$ cat config.mk
export PLATFORM = sky130hd
export DESIGN_NAME = dlm_sequencer
export DESIGN_NICKNAME = d
export VERILOG_FILES = /design/src/include/dlm_pkg.sv /design/src/include/dlm_conv_if.sv /design/src/logic/dlm_conv_seq.sv /design/src/logic/dlm_level_track.sv /design/src/logic/dlm_sequencer.sv
export SDC_FILE = /design/constraint.sdc
export NUM_CORES = 1
export LEC_CHECK = 0
export CELL_PAD_IN_SITES_DETAIL_PLACEMENT = 1
export CELL_PAD_IN_SITES_GLOBAL_PLACEMENT = 1
export CORE_MARGIN = 4
export CORE_UTILIZATION = 50
export DETAILED_ROUTE_END_ITERATION = 8
export DONT_BUFFER_PORTS = 1
export PLACE_DENSITY = 0.8
export SYNTH_ARGS = -nofsm -noshare
export SYNTH_HDL_FRONTEND = slang
export SYNTH_SLANG_ARGS = --single-unit
export TNS_END_PERCENT = 5
$ cat constraint.sdc
create_clock -name pclk -period 6.82 [get_ports pclk]
set_input_delay 0.341 -clock pclk [delete_from_list [all_inputs] [get_ports pclk]]
set_output_delay 0.341 -clock pclk [all_outputs]
set_load 0.05 [all_outputs]
$ cat src/include/dlm_pkg.sv
// Constants, register map and types shared by the LED multiplex sequencer.
// How it works
// - Each LED lit 500 times per second.
// - Period event starts phase, sets pin, bridge.
// - Phase start loads LED DAC with level.
// - Phase start loads offset DAC with DC.
// - Auto two-sample conversion, first then second stage.
// - Conversion done raises interrupt, LED DAC zeroed.
// - LED DAC routed to one pin, other released.
// - Bridge outputs complementary, one LED conducts.
// - Per-LED level steers first-stage sample into target range.
// - Samples sorted into red and infrared streams.
// - Second stage sampled 1000 per second, alternating.
package dlm_pkg;
	localparam int CLK_PERIOD_NS = 10;
	localparam int CLK_HZ = 100_000_000;
	localparam int LED_RATE_HZ = 500;
	localparam int PHASE_CYCLES = CLK_HZ / (2 * LED_RATE_HZ);
	localparam int SAMPLE_GAP_NS = 1000;
	localparam int SAMPLE_GAP_CYCLES = (SAMPLE_GAP_NS + CLK_PERIOD_NS - 1) / CLK_PERIOD_NS;
	localparam int DAC_W = 12;
	localparam int ADC_W = 12;
	localparam int ADDR_W = 8;
	localparam int GAP_W = 16;
	localparam logic [7:0] OFS_CTRL = 8'h00;
	localparam logic [7:0] OFS_PERIOD = 8'h04;
	localparam logic [7:0] OFS_RED_LEVEL = 8'h08;
	localparam logic [7:0] OFS_IR_LEVEL = 8'h0C;
	localparam logic [7:0] OFS_RED_DC = 8'h10;
	localparam logic [7:0] OFS_IR_DC = 8'h14;
	localparam logic [7:0] OFS_TARGET = 8'h18;
	localparam logic [7:0] OFS_GAP = 8'h1C;
	localparam logic [7:0] OFS_RED_DATA = 8'h20;
	localparam logic [7:0] OFS_IR_DATA = 8'h24;
	localparam logic [7:0] OFS_INT_STATUS = 8'h28;
	localparam logic [7:0] OFS_INT_CLEAR = 8'h2C;
	localparam logic [7:0] OFS_INT_ENABLE = 8'h30;
	localparam logic [7:0] OFS_STATUS = 8'h34;
	localparam int CTRL_EN_BIT = 0;
	localparam int CTRL_MSC_BIT = 1;
	localparam int CTRL_LEVEL_BIT = 2;
	localparam logic [2:0] CTRL_RESET = 3'h2;
	localparam int TGT_LO_LSB = 0;
	localparam int TGT_HI_LSB = 16;
	localparam logic [31:0] TARGET_RESET = 32'h0A00_0600;
	localparam int DATA_SECOND_LSB = 0;
	localparam int DATA_FIRST_LSB = 16;
	localparam logic [11:0] LEVEL_RESET = 12'h800;
	localparam logic [11:0] LEVEL_STEP = 12'h001;
	localparam int DC_SHIFT = 4;
	localparam int EV_W = 4;
	localparam int EV_PHASE = 0;
	localparam int EV_DONE_RED = 1;
	localparam int EV_DONE_IR = 2;
	localparam int EV_OVERRUN = 3;
	localparam int ST_LED_IR = 0;
	localparam int ST_PHASE_ON = 1;
	localparam int ST_CONV_BUSY = 2;
	typedef enum logic [1:0] {CS_IDLE, CS_FIRST, CS_GAP, CS_SECOND} dlm_conv_state_e;
endpackage

$ cat src/include/dlm_conv_if.sv
// Handshake between the phase sequencer and the two-sample converter sequencer.
`timescale 1ns/100ps
interface dlm_conv_if;
	logic start;
	logic multi_sample_convert;
	logic [dlm_pkg::GAP_W-1:0] gap;
	logic busy;
	logic done;
	logic [dlm_pkg::ADC_W-1:0] first_data;
	logic [dlm_pkg::ADC_W-1:0] second_data;
	modport ctl(output start, output multi_sample_convert, output gap, input busy, input done,
		input first_data, input second_data);
	modport seq(input start, input multi_sample_convert, input gap, output busy, output done,
		output first_data, output second_data);
endinterface

$ cat src/logic/dlm_conv_seq.sv
// Two-sample converter sequencer: first stage, then second stage.
`timescale 1ns/100ps
module dlm_conv_seq (
	input wire logic pclk,
	input wire logic presetn,
	dlm_conv_if.seq cif,
	output logic adc_start,
	output logic adc_channel,
	input wire logic adc_done,
	input wire logic [dlm_pkg::ADC_W-1:0] adc_data
);
	dlm_pkg::dlm_conv_state_e state_reg, state_next;
	logic [dlm_pkg::GAP_W-1:0] gap_reg, gap_next;
	logic [dlm_pkg::ADC_W-1:0] first_reg, first_next, second_reg, second_next;
	logic start_reg, start_next, chan_reg, chan_next, done_reg, done_next;

	always_comb begin
		state_next = state_reg;
		gap_next = gap_reg;
		first_next = first_reg;
		second_next = second_reg;
		start_next = 1'b0;
		chan_next = chan_reg;
		done_next = 1'b0;
		unique case (state_reg)
			dlm_pkg::CS_IDLE: begin
				if (cif.start) begin
					start_next = 1'b1;
					chan_next = 1'b0;
					state_next = dlm_pkg::CS_FIRST;
				end
			end
			dlm_pkg::CS_FIRST: begin
				if (adc_done && !start_reg) begin
					first_next = adc_data;
					if (cif.multi_sample_convert && cif.gap != '0) begin
						gap_next = cif.gap;
						state_next = dlm_pkg::CS_GAP;
					end else begin
						start_next = 1'b1;
						chan_next = 1'b1;
						state_next = dlm_pkg::CS_SECOND;
					end
				end
			end
			dlm_pkg::CS_GAP: begin
				gap_next = gap_reg - 1'b1;
				if (gap_reg == 16'h0001) begin
					start_next = 1'b1;
					chan_next = 1'b1;
					state_next = dlm_pkg::CS_SECOND;
				end
			end
			dlm_pkg::CS_SECOND: begin
				if (adc_done && !start_reg) begin
					second_next = adc_data;
					done_next = 1'b1;
					state_next = dlm_pkg::CS_IDLE;
				end
			end
		endcase
	end

	always_ff @(posedge pclk or negedge presetn) begin
		if (!presetn) begin
			state_reg <= dlm_pkg::CS_IDLE;
			gap_reg <= '0;
			first_reg <= '0;
			second_reg <= '0;
			start_reg <= 1'b0;
			chan_reg <= 1'b0;
			done_reg <= 1'b0;
		end else begin
			state_reg <= state_next;
			gap_reg <= gap_next;
			first_reg <= first_next;
			second_reg <= second_next;
			start_reg <= start_next;
			chan_reg <= chan_next;
			done_reg <= done_next;
		end
	end

	assign adc_start = start_reg;
	assign adc_channel = chan_reg;
	assign cif.busy = (state_reg != dlm_pkg::CS_IDLE) || done_reg;
	assign cif.done = done_reg;
	assign cif.first_data = first_reg;
	assign cif.second_data = second_reg;
endmodule // dlm_conv_seq

$ cat src/logic/dlm_level_track.sv
// Per-LED intensity levels and DC tracking values, updated from first-stage samples.
`timescale 1ns/100ps
module dlm_level_track (
	input wire logic pclk,
	input wire logic presetn,
	input wire logic sample_valid,
	input wire logic sample_is_ir,
	input wire logic [dlm_pkg::ADC_W-1:0] sample,
	input wire logic level_en,
	input wire logic [dlm_pkg::DAC_W-1:0] target_lo,
	input wire logic [dlm_pkg::DAC_W-1:0] target_hi,
	input wire logic [1:0] level_wr,
	input wire logic [dlm_pkg::DAC_W-1:0] level_wdata,
	output logic [dlm_pkg::DAC_W-1:0] level [2],
	output logic [dlm_pkg::DAC_W-1:0] dc [2]
);
	logic [dlm_pkg::DAC_W-1:0] level_reg [2], level_next [2];
	logic [15:0] acc_reg [2], acc_next [2];
	logic signed [16:0] diff;

	// The accumulator carries four fraction bits so small steps are not lost.
	function automatic logic [11:0] step_level(input logic [11:0] lvl, input logic [11:0] s,
		input logic [11:0] lo, input logic [11:0] hi);
		if (s < lo && lvl != 12'hFFF)
			return lvl + dlm_pkg::LEVEL_STEP;
		if (s > hi && lvl != 12'h000)
			return lvl - dlm_pkg::LEVEL_STEP;
		return lvl;
	endfunction

	always_comb begin
		level_next = level_reg;
		acc_next = acc_reg;
		diff = 17'({1'b0, sample, 4'h0}) - 17'({1'b0, acc_reg[sample_is_ir]});
		if (sample_valid) begin
			acc_next[sample_is_ir] = acc_reg[sample_is_ir] + 16'(diff >>> dlm_pkg::DC_SHIFT);
			if (level_en)
				level_next[sample_is_ir] = step_level(level_reg[sample_is_ir], sample,
					target_lo, target_hi);
		end
		for (int i = 0; i < 2; i++) begin
			if (level_wr[i])
				level_next[i] = level_wdata;
		end
	end

	always_ff @(posedge pclk or negedge presetn) begin
		if (!presetn) begin
			level_reg <= '{dlm_pkg::LEVEL_RESET, dlm_pkg::LEVEL_RESET};
			acc_reg <= '{16'h0000, 16'h0000};
		end else begin
			level_reg <= level_next;
			acc_reg <= acc_next;
		end
	end

	assign level = level_reg;
	assign dc[0] = acc_reg[0][15:4];
	assign dc[1] = acc_reg[1][15:4];
endmodule // dlm_level_track

$ cat src/logic/dlm_sequencer.sv
// Red/infrared LED multiplex sequencer with APB register file.
//
// Design decisions made here: the APB register port and the address map.
`timescale 1ns/100ps
module dlm_sequencer #(
	parameter int PHASE_CYCLES = dlm_pkg::PHASE_CYCLES,
	parameter int GAP_CYCLES = dlm_pkg::SAMPLE_GAP_CYCLES
) (
	input wire logic pclk,
	input wire logic presetn,
	input wire logic psel,
	input wire logic penable,
	input wire logic pwrite,
	input wire logic [dlm_pkg::ADDR_W-1:0] paddr,
	input wire logic [31:0] pwdata,
	output logic [31:0] prdata,
	output logic pready,
	output logic pslverr,
	output logic adc_start,
	output logic adc_channel,
	input wire logic adc_done,
	input wire logic [dlm_pkg::ADC_W-1:0] adc_data,
	output logic [dlm_pkg::DAC_W-1:0] led_dac_code,
	output logic dac_pin_select,
	output logic dac_pin0_en,
	output logic dac_pin1_en,
	output logic bridge_red,
	output logic bridge_ir,
	output logic [dlm_pkg::DAC_W-1:0] offset_dac_code,
	output logic irq
);
	dlm_conv_if cif ();

	logic [2:0] ctrl_reg, ctrl_next;
	logic [31:0] period_reg, period_next;
	logic [31:0] cnt_reg, cnt_next;
	logic [31:0] target_reg, target_next;
	logic [dlm_pkg::GAP_W-1:0] gap_reg, gap_next;
	logic [31:0] red_data_reg, red_data_next;
	logic [31:0] ir_data_reg, ir_data_next;
	logic [dlm_pkg::EV_W-1:0] int_status_reg, int_status_next;
	logic [dlm_pkg::EV_W-1:0] int_enable_reg, int_enable_next;
	logic [dlm_pkg::EV_W-1:0] ev_set, ev_clr;
	logic led_ir_reg, led_ir_next;
	logic conv_ir_reg, conv_ir_next;
	logic phase_on_reg, phase_on_next;
	logic [dlm_pkg::DAC_W-1:0] led_dac_reg, led_dac_next;
	logic [dlm_pkg::DAC_W-1:0] offset_reg, offset_next;
	logic pin_sel_reg, pin_sel_next;
	logic br_red_reg, br_red_next, br_ir_reg, br_ir_next;
	logic [31:0] prdata_reg, prdata_next;
	logic [dlm_pkg::DAC_W-1:0] level [2];
	logic [dlm_pkg::DAC_W-1:0] dc [2];
	logic [1:0] level_wr;
	logic wr_en, rd_setup, enabled, period_hit, mapped;
	logic [31:0] rd_word;

	// Both data registers share one layout so software reads red and infrared alike.
	function automatic logic [31:0] pack_pair(input logic [dlm_pkg::ADC_W-1:0] first_s,
		input logic [dlm_pkg::ADC_W-1:0] second_s);
		logic [31:0] word;
		word = 32'h0000_0000;
		word[dlm_pkg::DATA_FIRST_LSB +: dlm_pkg::ADC_W] = first_s;
		word[dlm_pkg::DATA_SECOND_LSB +: dlm_pkg::ADC_W] = second_s;
		return word;
	endfunction

	assign wr_en = psel && penable && pwrite;
	assign rd_setup = psel && !penable;
	assign enabled = ctrl_reg[dlm_pkg::CTRL_EN_BIT];
	assign period_hit = enabled && (cnt_reg >= period_reg - 32'h0000_0001);

	always_comb begin
		unique case (paddr)
			dlm_pkg::OFS_CTRL, dlm_pkg::OFS_PERIOD, dlm_pkg::OFS_RED_LEVEL,
			dlm_pkg::OFS_IR_LEVEL, dlm_pkg::OFS_RED_DC, dlm_pkg::OFS_IR_DC,
			dlm_pkg::OFS_TARGET, dlm_pkg::OFS_GAP, dlm_pkg::OFS_RED_DATA,
			dlm_pkg::OFS_IR_DATA, dlm_pkg::OFS_INT_STATUS, dlm_pkg::OFS_INT_CLEAR,
			dlm_pkg::OFS_INT_ENABLE, dlm_pkg::OFS_STATUS: mapped = 1'b1;
			default: mapped = 1'b0;
		endcase
	end

	always_comb begin
		rd_word = 32'h0000_0000;
		unique case (paddr)
			dlm_pkg::OFS_CTRL: rd_word = {29'h0, ctrl_reg};
			dlm_pkg::OFS_PERIOD: rd_word = period_reg;
			dlm_pkg::OFS_RED_LEVEL: rd_word = {20'h0, level[0]};
			dlm_pkg::OFS_IR_LEVEL: rd_word = {20'h0, level[1]};
			dlm_pkg::OFS_RED_DC: rd_word = {20'h0, dc[0]};
			dlm_pkg::OFS_IR_DC: rd_word = {20'h0, dc[1]};
			dlm_pkg::OFS_TARGET: rd_word = target_reg;
			dlm_pkg::OFS_GAP: rd_word = {16'h0, gap_reg};
			dlm_pkg::OFS_RED_DATA: rd_word = red_data_reg;
			dlm_pkg::OFS_IR_DATA: rd_word = ir_data_reg;
			dlm_pkg::OFS_INT_STATUS: rd_word = {28'h0, int_status_reg};
			dlm_pkg::OFS_INT_ENABLE: rd_word = {28'h0, int_enable_reg};
			dlm_pkg::OFS_STATUS: rd_word = {29'h0, cif.busy, phase_on_reg, led_ir_reg};
			default: rd_word = 32'h0000_0000;
		endcase
	end

	// Software level writes go straight into the tracker; red is index 0.
	assign level_wr[0] = wr_en && paddr == dlm_pkg::OFS_RED_LEVEL;
	assign level_wr[1] = wr_en && paddr == dlm_pkg::OFS_IR_LEVEL;

	// Register file and bus answer.
	always_comb begin
		ctrl_next = ctrl_reg;
		period_next = period_reg;
		target_next = target_reg;
		gap_next = gap_reg;
		int_enable_next = int_enable_reg;
		ev_clr = '0;
		prdata_next = prdata_reg;
		if (rd_setup)
			prdata_next = rd_word;
		if (wr_en) begin
			unique case (paddr)
				dlm_pkg::OFS_CTRL: ctrl_next = pwdata[2:0];
				dlm_pkg::OFS_PERIOD: period_next = (pwdata == 32'h0) ? 32'h1 : pwdata;
				dlm_pkg::OFS_TARGET: target_next = pwdata & 32'h0FFF_0FFF;
				dlm_pkg::OFS_GAP: gap_next = pwdata[15:0];
				dlm_pkg::OFS_INT_CLEAR: ev_clr = pwdata[3:0];
				dlm_pkg::OFS_INT_ENABLE: int_enable_next = pwdata[3:0];
				default: ;
			endcase
		end
	end

	// Phase sequencing: each period event opens a phase for the other LED.
	always_comb begin
		cnt_next = cnt_reg;
		led_ir_next = led_ir_reg;
		conv_ir_next = conv_ir_reg;
		phase_on_next = phase_on_reg;
		led_dac_next = led_dac_reg;
		offset_next = offset_reg;
		pin_sel_next = pin_sel_reg;
		br_red_next = br_red_reg;
		br_ir_next = br_ir_reg;
		red_data_next = red_data_reg;
		ir_data_next = ir_data_reg;
		ev_set = '0;
		cif.start = 1'b0;
		if (!enabled) begin
			cnt_next = '0;
			phase_on_next = 1'b0;
			led_dac_next = '0;
			br_red_next = 1'b0;
			br_ir_next = 1'b0;
		end else if (period_hit) begin
			cnt_next = '0;
			led_ir_next = !led_ir_reg;
			phase_on_next = 1'b1;
			pin_sel_next = !led_ir_reg;
			br_red_next = led_ir_reg;
			br_ir_next = !led_ir_reg;
			led_dac_next = level[!led_ir_reg];
			offset_next = dc[!led_ir_reg];
			ev_set[dlm_pkg::EV_PHASE] = 1'b1;
			// A phase that finds the converter still busy skips its samples.
			if (cif.busy) begin
				ev_set[dlm_pkg::EV_OVERRUN] = 1'b1;
			end else begin
				cif.start = 1'b1;
				conv_ir_next = !led_ir_reg;
			end
		end else begin
			cnt_next = cnt_reg + 32'h0000_0001;
		end
		if (cif.done) begin
			if (conv_ir_reg) begin
				ir_data_next = pack_pair(cif.first_data, cif.second_data);
				ev_set[dlm_pkg::EV_DONE_IR] = 1'b1;
			end else begin
				red_data_next = pack_pair(cif.first_data, cif.second_data);
				ev_set[dlm_pkg::EV_DONE_RED] = 1'b1;
			end
			// The new phase keeps its intensity if both land together.
			if (!period_hit)
				led_dac_next = '0;
		end
	end

	// Sticky events: a set in the same cycle as its clear wins.
	always_comb begin
		int_status_next = (int_status_reg & ~ev_clr) | ev_set;
	end

	always_ff @(posedge pclk or negedge presetn) begin
		if (!presetn) begin
			ctrl_reg <= dlm_pkg::CTRL_RESET;
			period_reg <= 32'(PHASE_CYCLES);
			target_reg <= dlm_pkg::TARGET_RESET;
			gap_reg <= 16'(GAP_CYCLES);
			int_enable_reg <= '0;
			int_status_reg <= '0;
			prdata_reg <= '0;
			cnt_reg <= '0;
			led_ir_reg <= 1'b1;
			conv_ir_reg <= 1'b0;
			phase_on_reg <= 1'b0;
			led_dac_reg <= '0;
			offset_reg <= '0;
			pin_sel_reg <= 1'b0;
			br_red_reg <= 1'b0;
			br_ir_reg <= 1'b0;
			red_data_reg <= '0;
			ir_data_reg <= '0;
		end else begin
			ctrl_reg <= ctrl_next;
			period_reg <= period_next;
			target_reg <= target_next;
			gap_reg <= gap_next;
			int_enable_reg <= int_enable_next;
			int_status_reg <= int_status_next;
			prdata_reg <= prdata_next;
			cnt_reg <= cnt_next;
			led_ir_reg <= led_ir_next;
			conv_ir_reg <= conv_ir_next;
			phase_on_reg <= phase_on_next;
			led_dac_reg <= led_dac_next;
			offset_reg <= offset_next;
			pin_sel_reg <= pin_sel_next;
			br_red_reg <= br_red_next;
			br_ir_reg <= br_ir_next;
			red_data_reg <= red_data_next;
			ir_data_reg <= ir_data_next;
		end
	end

	assign cif.multi_sample_convert = ctrl_reg[dlm_pkg::CTRL_MSC_BIT];
	assign cif.gap = gap_reg;

	dlm_conv_seq u_conv (
		.pclk(pclk),
		.presetn(presetn),
		.cif(cif),
		.adc_start(adc_start),
		.adc_channel(adc_channel),
		.adc_done(adc_done),
		.adc_data(adc_data)
	);

	dlm_level_track u_track (
		.pclk(pclk),
		.presetn(presetn),
		.sample_valid(cif.done),
		.sample_is_ir(conv_ir_reg),
		.sample(cif.first_data),
		.level_en(ctrl_reg[dlm_pkg::CTRL_LEVEL_BIT]),
		.target_lo(target_reg[dlm_pkg::TGT_LO_LSB +: dlm_pkg::DAC_W]),
		.target_hi(target_reg[dlm_pkg::TGT_HI_LSB +: dlm_pkg::DAC_W]),
		.level_wr(level_wr),
		.level_wdata(pwdata[11:0]),
		.level(level),
		.dc(dc)
	);

	assign prdata = prdata_reg;
	assign pready = 1'b1;
	assign pslverr = psel && penable && !mapped;
	assign led_dac_code = led_dac_reg;
	assign offset_dac_code = offset_reg;
	assign dac_pin_select = pin_sel_reg;
	// Unselected DAC pin is released to high impedance.
	assign dac_pin0_en = phase_on_reg && !pin_sel_reg;
	assign dac_pin1_en = phase_on_reg && pin_sel_reg;
	assign bridge_red = br_red_reg && !br_ir_reg;
	assign bridge_ir = br_ir_reg;
	assign irq = |(int_status_reg & int_enable_reg);
endmodule // dlm_sequencer

### Word-level counts from Yosys, hierarchy flattened

Memories as Yosys holds them, arrays and structs flattened.
Cells that the tools add are included.

* word-level logic and storage cells: 212
* bits in registers: 326
* memory bits (read-only): 64
* input port bits: 58
* memories: 1

* bitwise operators: 8
* $add $sub $neg: 7
* order comparisons: 6
* reduce and logical (&&, ||, !) cells: 52
* muxes and demuxes: 84
* equality and inequality tests: 25

Memory list
* (no name shown): depth 64, bits a word 1, read ports 1, clocked after Yosys merged registers in 0, wr ports 0, line dlm_sequencer.sv:74 `unique case (paddr)`

Operators by type and width (number)
* one-hot mux 32 bit (13 select lines): 1
* two-way mux 12 bit: 22
* two-way mux 16 bit: 6
* two-way mux 32 bit: 3
* == test 8 x 6 -> 1 bit, second input constant: 6
* two-way mux 24 bit: 2
* two-way mux 1 bit: 35
* adder 32 x 1 -> 32 bit, second input constant: 1
* bitwise mux 32 bit: 1
* == test 8 x 5 -> 1 bit, second input constant: 4
* greater-or-equal comparator 32 bit: 1
* zero test 32 bit: 1
* one-hot mux 16 bit (2 select lines): 1
* subtractor 32 x 1 -> 32 bit, second input constant: 1
* bitwise mux 24 bit: 1
* AND reduction 2 bit: 12
* subtractor 16 x 16 -> 17 bit: 1
* adder 16 bit: 1
* demux 16 bit (select 1 bit): 1
* == test 16 x 1 -> 1 bit, second input constant: 1
* == test 8 x 4 -> 1 bit, second input constant: 2
* nonzero test 16 bit: 1
* subtractor 16 x 1 -> 16 bit, second input constant: 1
* logical AND 1 bit: 15
* other kinds (33): 61

### Longest topological paths before layout

* depth in word-level cells: 20
* gate-level depth with buffers: 25

### By module

A second synthesis with hierarchy kept.

* cell total of the unflattened synthesis: 1985
* area, all modules: 19666.4 sq um

Modules (own cells, without submodules)
* dlm_sequencer: times used 1, sequential area each 5649.2 sq um, area each 11690.0 sq um, cells each 1059
* dlm_level_track: times used 1, sequential area each 1403.8 sq um, area each 5380.2 sq um, cells each 653
* dlm_conv_seq: times used 1, sequential area each 1126.1 sq um, area each 2596.2 sq um, cells each 273

### Least setup slack after synthesis

OpenSTA, ideal clock, no wires.

* kind: register -> register
* start point: reg conv_ir_reg
* end point: reg u_track.acc_reg, in the netlist u_track.dc[11]
* path buffers: 6
* stages on the path, launching flop included: 26
* data required time: 6.679 ns
* path slack: 1.028 ns
* arrival: 5.651 ns
* period minus slack after synthesis: 5.792 ns
* cell sequence: dfrtp_1 > clkbuf_1 > buf_1 > clkbuf_1 > buf_2 > buf_1 > clkbuf_1 > mux2i_1 > ha_1 > o211ai_1 > a21boi_0 > o2bb2ai_1 > o21ai_0 > o31ai_1 > inv_1 > a21oi_1 > xnor2_1 > ha_1 > a21o_1 > a21oi_1 > or2_2 > a21o_1 > mux2i_1 > xnor2_1 > xnor2_1 > o21ai_0

* cells in the longest elaborated chain, start to end: 7

Ends and longest elaborated chain
* start: declaration: line dlm_sequencer.sv:45 `logic conv_ir_reg, conv_ir_next;`
* start signal: assignment: line dlm_sequencer.sv:222 `conv_ir_reg <= conv_ir_next;`
* NOT 1 -> 2 bit (not written as such) (*): line dlm_level_track.sv:34, dlm_level_track.sv:36
* two-way mux 16 bit (not written as such) (3 in a row): line dlm_level_track.sv:34, dlm_level_track.sv:36
* subtractor 16 x 16 -> 17 bit: line dlm_level_track.sv:34 `diff = 17'({1'b0, sample, 4'h0}) - 17'({1'b0, acc_reg[sample_is_ir]});`
* adder 16 bit: line dlm_level_track.sv:36 `acc_next[sample_is_ir] = acc_reg[sample_is_ir] + 16'(diff >>> dlm_pkg::DC_SHIFT);`
* bitwise mux 32 bit (*): line dlm_level_track.sv:36
* end signal: assignment: line dlm_level_track.sv:50 `acc_reg <= '{16'h0000, 16'h0000};`
* end signal: assignment: line dlm_level_track.sv:53 `acc_reg <= acc_next;`
* end: declaration: line dlm_level_track.sv:18 `logic [15:0] acc_reg [2], acc_next [2];`

Mark *: on every way between the ends. The rest lies on a longest branch, timed or not. The select of a mux whose other input is x is not followed.
A chain may end at the register's enable or synchronous reset.

### Final worst setup path

* start point: reg period_reg[2]
* end point: reg led_dac_reg, in the netlist led_dac_code[3]

* cells in the longest elaborated chain, start to end: 7

Ends and longest elaborated chain
* start: declaration: line dlm_sequencer.sv:35 `logic [31:0] period_reg, period_next;`
* start signal: assignment: line dlm_sequencer.sv:195 `period_reg <= 32'(PHASE_CYCLES);`
* start signal: assignment: line dlm_sequencer.sv:214 `period_reg <= period_next;`
* subtractor 32 x 1 -> 32 bit (*): line dlm_sequencer.sv:71 `assign period_hit = enabled && (cnt_reg >= period_reg - 32'h0000_0001);`
* greater-or-equal comparator 32 bit (*): line dlm_sequencer.sv:71
* logical AND 1 bit (*): line dlm_sequencer.sv:71
* two-way mux 12 bit: line dlm_sequencer.sv:153 `end else if (period_hit) begin`
* two-way mux 12 bit: line dlm_sequencer.sv:147 `if (!enabled) begin`
* two-way mux 12 bit: line dlm_sequencer.sv:182 `if (!period_hit)`
* two-way mux 12 bit (*): line dlm_sequencer.sv:173 `if (cif.done) begin`
* net led_dac_next (one bit): line dlm_sequencer.sv:47 `logic [dlm_pkg::DAC_W-1:0] led_dac_reg, led_dac_next;`
* end signal: assignment: line dlm_sequencer.sv:224 `led_dac_reg <= led_dac_next;`
* end: declaration: line dlm_sequencer.sv:47

Mark *: on every way through the listed nets, which the timed path passes. The rest lies on a longest branch.

==> flow_summary.ini <==
[placed_design]
placedCellCount = 2215
detailed_place_hpwl_um = 43200
portBuffers = 0
globalplace.congestion = 0.9447

[sta]
hold_slack_ps = -518.6
setup_violations = 0
tightest_slew_ps = 1217
clock_skew_ps = 26.13
max_freq_mhz = 168.9
tns_ps = 0
slew_violations = 0
fin_crit_sh_pct = 86.82
rsz0062_at_grt = no
hold_viol = 314
min_period_ps = 5921
relSlewSlack_pct = 18.23

[cts]
postCtsSetupBuffers = 0
cts_inserted_buffers = 38
h-tree-depth = 2
cts_resized = 0
ctsHoldBuffers = 44
clk_path_buf_depth = 3
clk_pin_slew_worst_paths_ps = 60
cts_tree = built
ctsRootBufferMaster = clkbuf_16
clk-insertion-delay-late_ps = 570
cts_sinks = 326

[power]
pwr-share-clk_pct = 24.1
combPwrFrac_pct = 41.0
p_seq_share_pct = 34.8
p_per_area_nw_per_um2 = 409.1
ir_drop_mv = 0.5800
swShare_pct = 40.50
power_switching_uw = 3333
internal_power_uw = 4897
leakage_uw = 0.008957

[yosys]
yosysTopAreaCell = dfrtp_1
synth_edf_count = 0
synth_cells = 1825
syn_nets = 1977
async_reset_ff_share_pct = 100.0
synthTopCellsByArea = dfrtp_1 43%, ha_1 6.4%, mux2_2 6.2%
ys_seq_area_share_pct = 45.26
ys.flop_type = dfrtp_1
ys_ff_latch = 326
ys.warnings.count = 0
syn-mean-instance-area_um2 = 9.902
synth.distinct_cells = 70
syn-cell-area_um2 = 18070
synth.top_cell.area_share_pct = 42.79

[critical_path]
critPathLaunch = period_reg[2]
ff2ff_setup_slack_ps = 900
required_ps = 7280
timing.rr.start = period_reg[2]
crit_fanout = 47
slowest_delay_ps = 820
cp-start-kind = flip-flop
critPathCaptureType = flip-flop
critical_path_buf_inv_count = 0
ff2ff_path_depth = 17
crit_family = simple AND/OR/NAND/NOR gates
critical_path_class = reg -> reg
critPathArrivalTime_ps = 6380
crit_chain = nor3_2 -> nand3_1 -> or3_4 -> or4_4 -> or3_4 -> or3_1 -> nor3_1 -> xnor2_1 -> ha_1 -> nand4_1 -> nor4_1 -> o211ai_1 -> o22ai_1 -> nor2_1 -> nor2b_4 -> nor2_1 -> a211oi_1
crit_slowest_cell = nor2b_4
r2r_end = led_dac_code[3]
crit_cells = 17
endpoint = led_dac_code[3]

[floorplan]
rows = 69
die_x_um = 198.1
ios = 124
coreArea_um2 = 35570
die_area_um2 = 39250
start_util_pct = 50.81
die_height_um = 198.1

[route]
met2_length_um = 29120
drtPass1Iterations = 7
top_layer = met4
dr.first_iter.drc_count = 1155
met1_length_um = 26010
routed_wl_um = 61760
routed_via_density = 6.477
wire_per_inst_um = 26.53
drcViolationCount = 0
ant_nets = 0
vias = 15080
wl_met3_um = 3841

[final_layout]
fin_nets = 1990
final_cells = 2328
diodes = 0
final_common_cell = dfrtp_1
fill_cells = 3955
final_cell_mix = 308 x dfrtp_1, 194 x nand2_1, 126 x nor2_1
area_delta_synth_final_pct = 11.33
drive_gt1_share_pct = 11.73

[job]
maxCapViolCount = 0

[run_status]
status = finished, violations left
violations = negative hold slack

[min_path]
hp-class = in -> async

[grt]
grt_pass1_vias = 15910
grt_usage_pct = 31.59
grt_max_degree = 327
overflow = 0
antenna_found_initial = 0
grt_pass1_wl_um = 95920
[stage by stage]
step	setup slack (ps)	utilization (%)	total power, uW	instance area, um2
6_report	899.0	56.56	8230	20120
5_1_grt	481.3	56.56	8790	20120
4_1_cts	959.7	56.56	8232	20120
3_5_place_dp	939.8	51.95	6177	18480
3_3_place_gp	1234	51.95	5969	18480
2_1_floorplan	1028	-	5231	18070
[per-layer routing]
layer	up-vias	global-route usage (%)
li1	6642	-
met2	505	51.25
met4	0	12.68
met1	7775	42.25
met3	156	5.700
met5	-	0
[logic make-up (layout without fill, tap and decap cells)]
kind of cell | after synthesis | in the layout | share of synthesized area [%]
simple gates | 556 | 556 | 14.58
mux | 147 | 147 | 8.835
xor+xnor | 100 | 100 | 4.847
flops | 326 | 326 | 45.26
compound gates | 449 | 449 | 16.67
buf+inv | 152 | 194 | 3.233
other cells | 1 | 1 | 0.02075
fa+ha+maj | 94 | 94 | 6.550
[power by group through the flow]
| stage | Clock [uW] | Sequential, uW | Combinational (uW) |
|---|---|---|---|
| after CTS | 2010 | 2850 | 3370 |
| after detailed placement | 0 | 2880 | 3300 |
| final | 1990 | 2870 | 3380 |
| after global placement | 0 | 2860 | 3110 |
| after floorplan | 0 | 2640 | 2590 |
| after global routing | 2110 | 2900 | 3780 |
[final cells by class]
class	count	area, um2	share of cell area, %
clock inverters	7	38.79	0.1928
well taps	461	576.8	2.867
flip-flops and latches	326	8180	40.66
multi-input cells	1347	9341	46.43
clock buffers	62	1162	5.777
repair buffers	64	590.6	2.935
inverters	61	229.0	1.138
[how the worst min path moves through the flow]
stage                  from     endpoint  slack (ps)  depth (start not counted)
floorplan           presetn   br_red_reg          50                          0
global placement    presetn  cnt_reg[25]          60                          0
detailed placement  presetn  cnt_reg[25]          60                          0
CTS                 presetn  cnt_reg[22]        -530                          0
global route        presetn  cnt_reg[22]        -540                          0
finish              presetn  cnt_reg[27]        -520                          0
[worst register-to-register path: stages, from the launching register on]
cell	delay (ps)
dfrtp_1	460
nor3_2	220
nand3_1	140
or3_4	380
or4_4	530
or3_4	410
or3_1	490
nor3_1	270
xnor2_1	120
ha_1	320
nand4_1	150
nor4_1	400
o211ai_1	150
o22ai_1	340
nor2_1	250
nor2b_4	820
nor2_1	130
a211oi_1	260
[cells in the mapped netlist, types with 9 or more instances]
cell type	instances
nand2b_1	10
a221oi_1	15
xor2_1	46
or4_1	9
nor3_1	33
nor2b_1	16
mux2_2	100
ha_1	93
a22oi_1	58
nand4_1	20
a222oi_1	12
mux2i_1	47
nand2_1	195
o21ai_0	97
dfrtp_1	309
a21oi_1	88
nor4_1	22
a211oi_1	19
nand3_1	54
nor2_1	130
or3_1	11
a22o_1	38
a31oi_1	9
and3_1	18
buf_1	9
a21o_1	44
xnor2_1	54
inv_1	61
o22ai_1	19
clkbuf_1	78
o21a_1	9
dfstp_2	17
No activity file was read; power rests on OpenSTA's default activity.
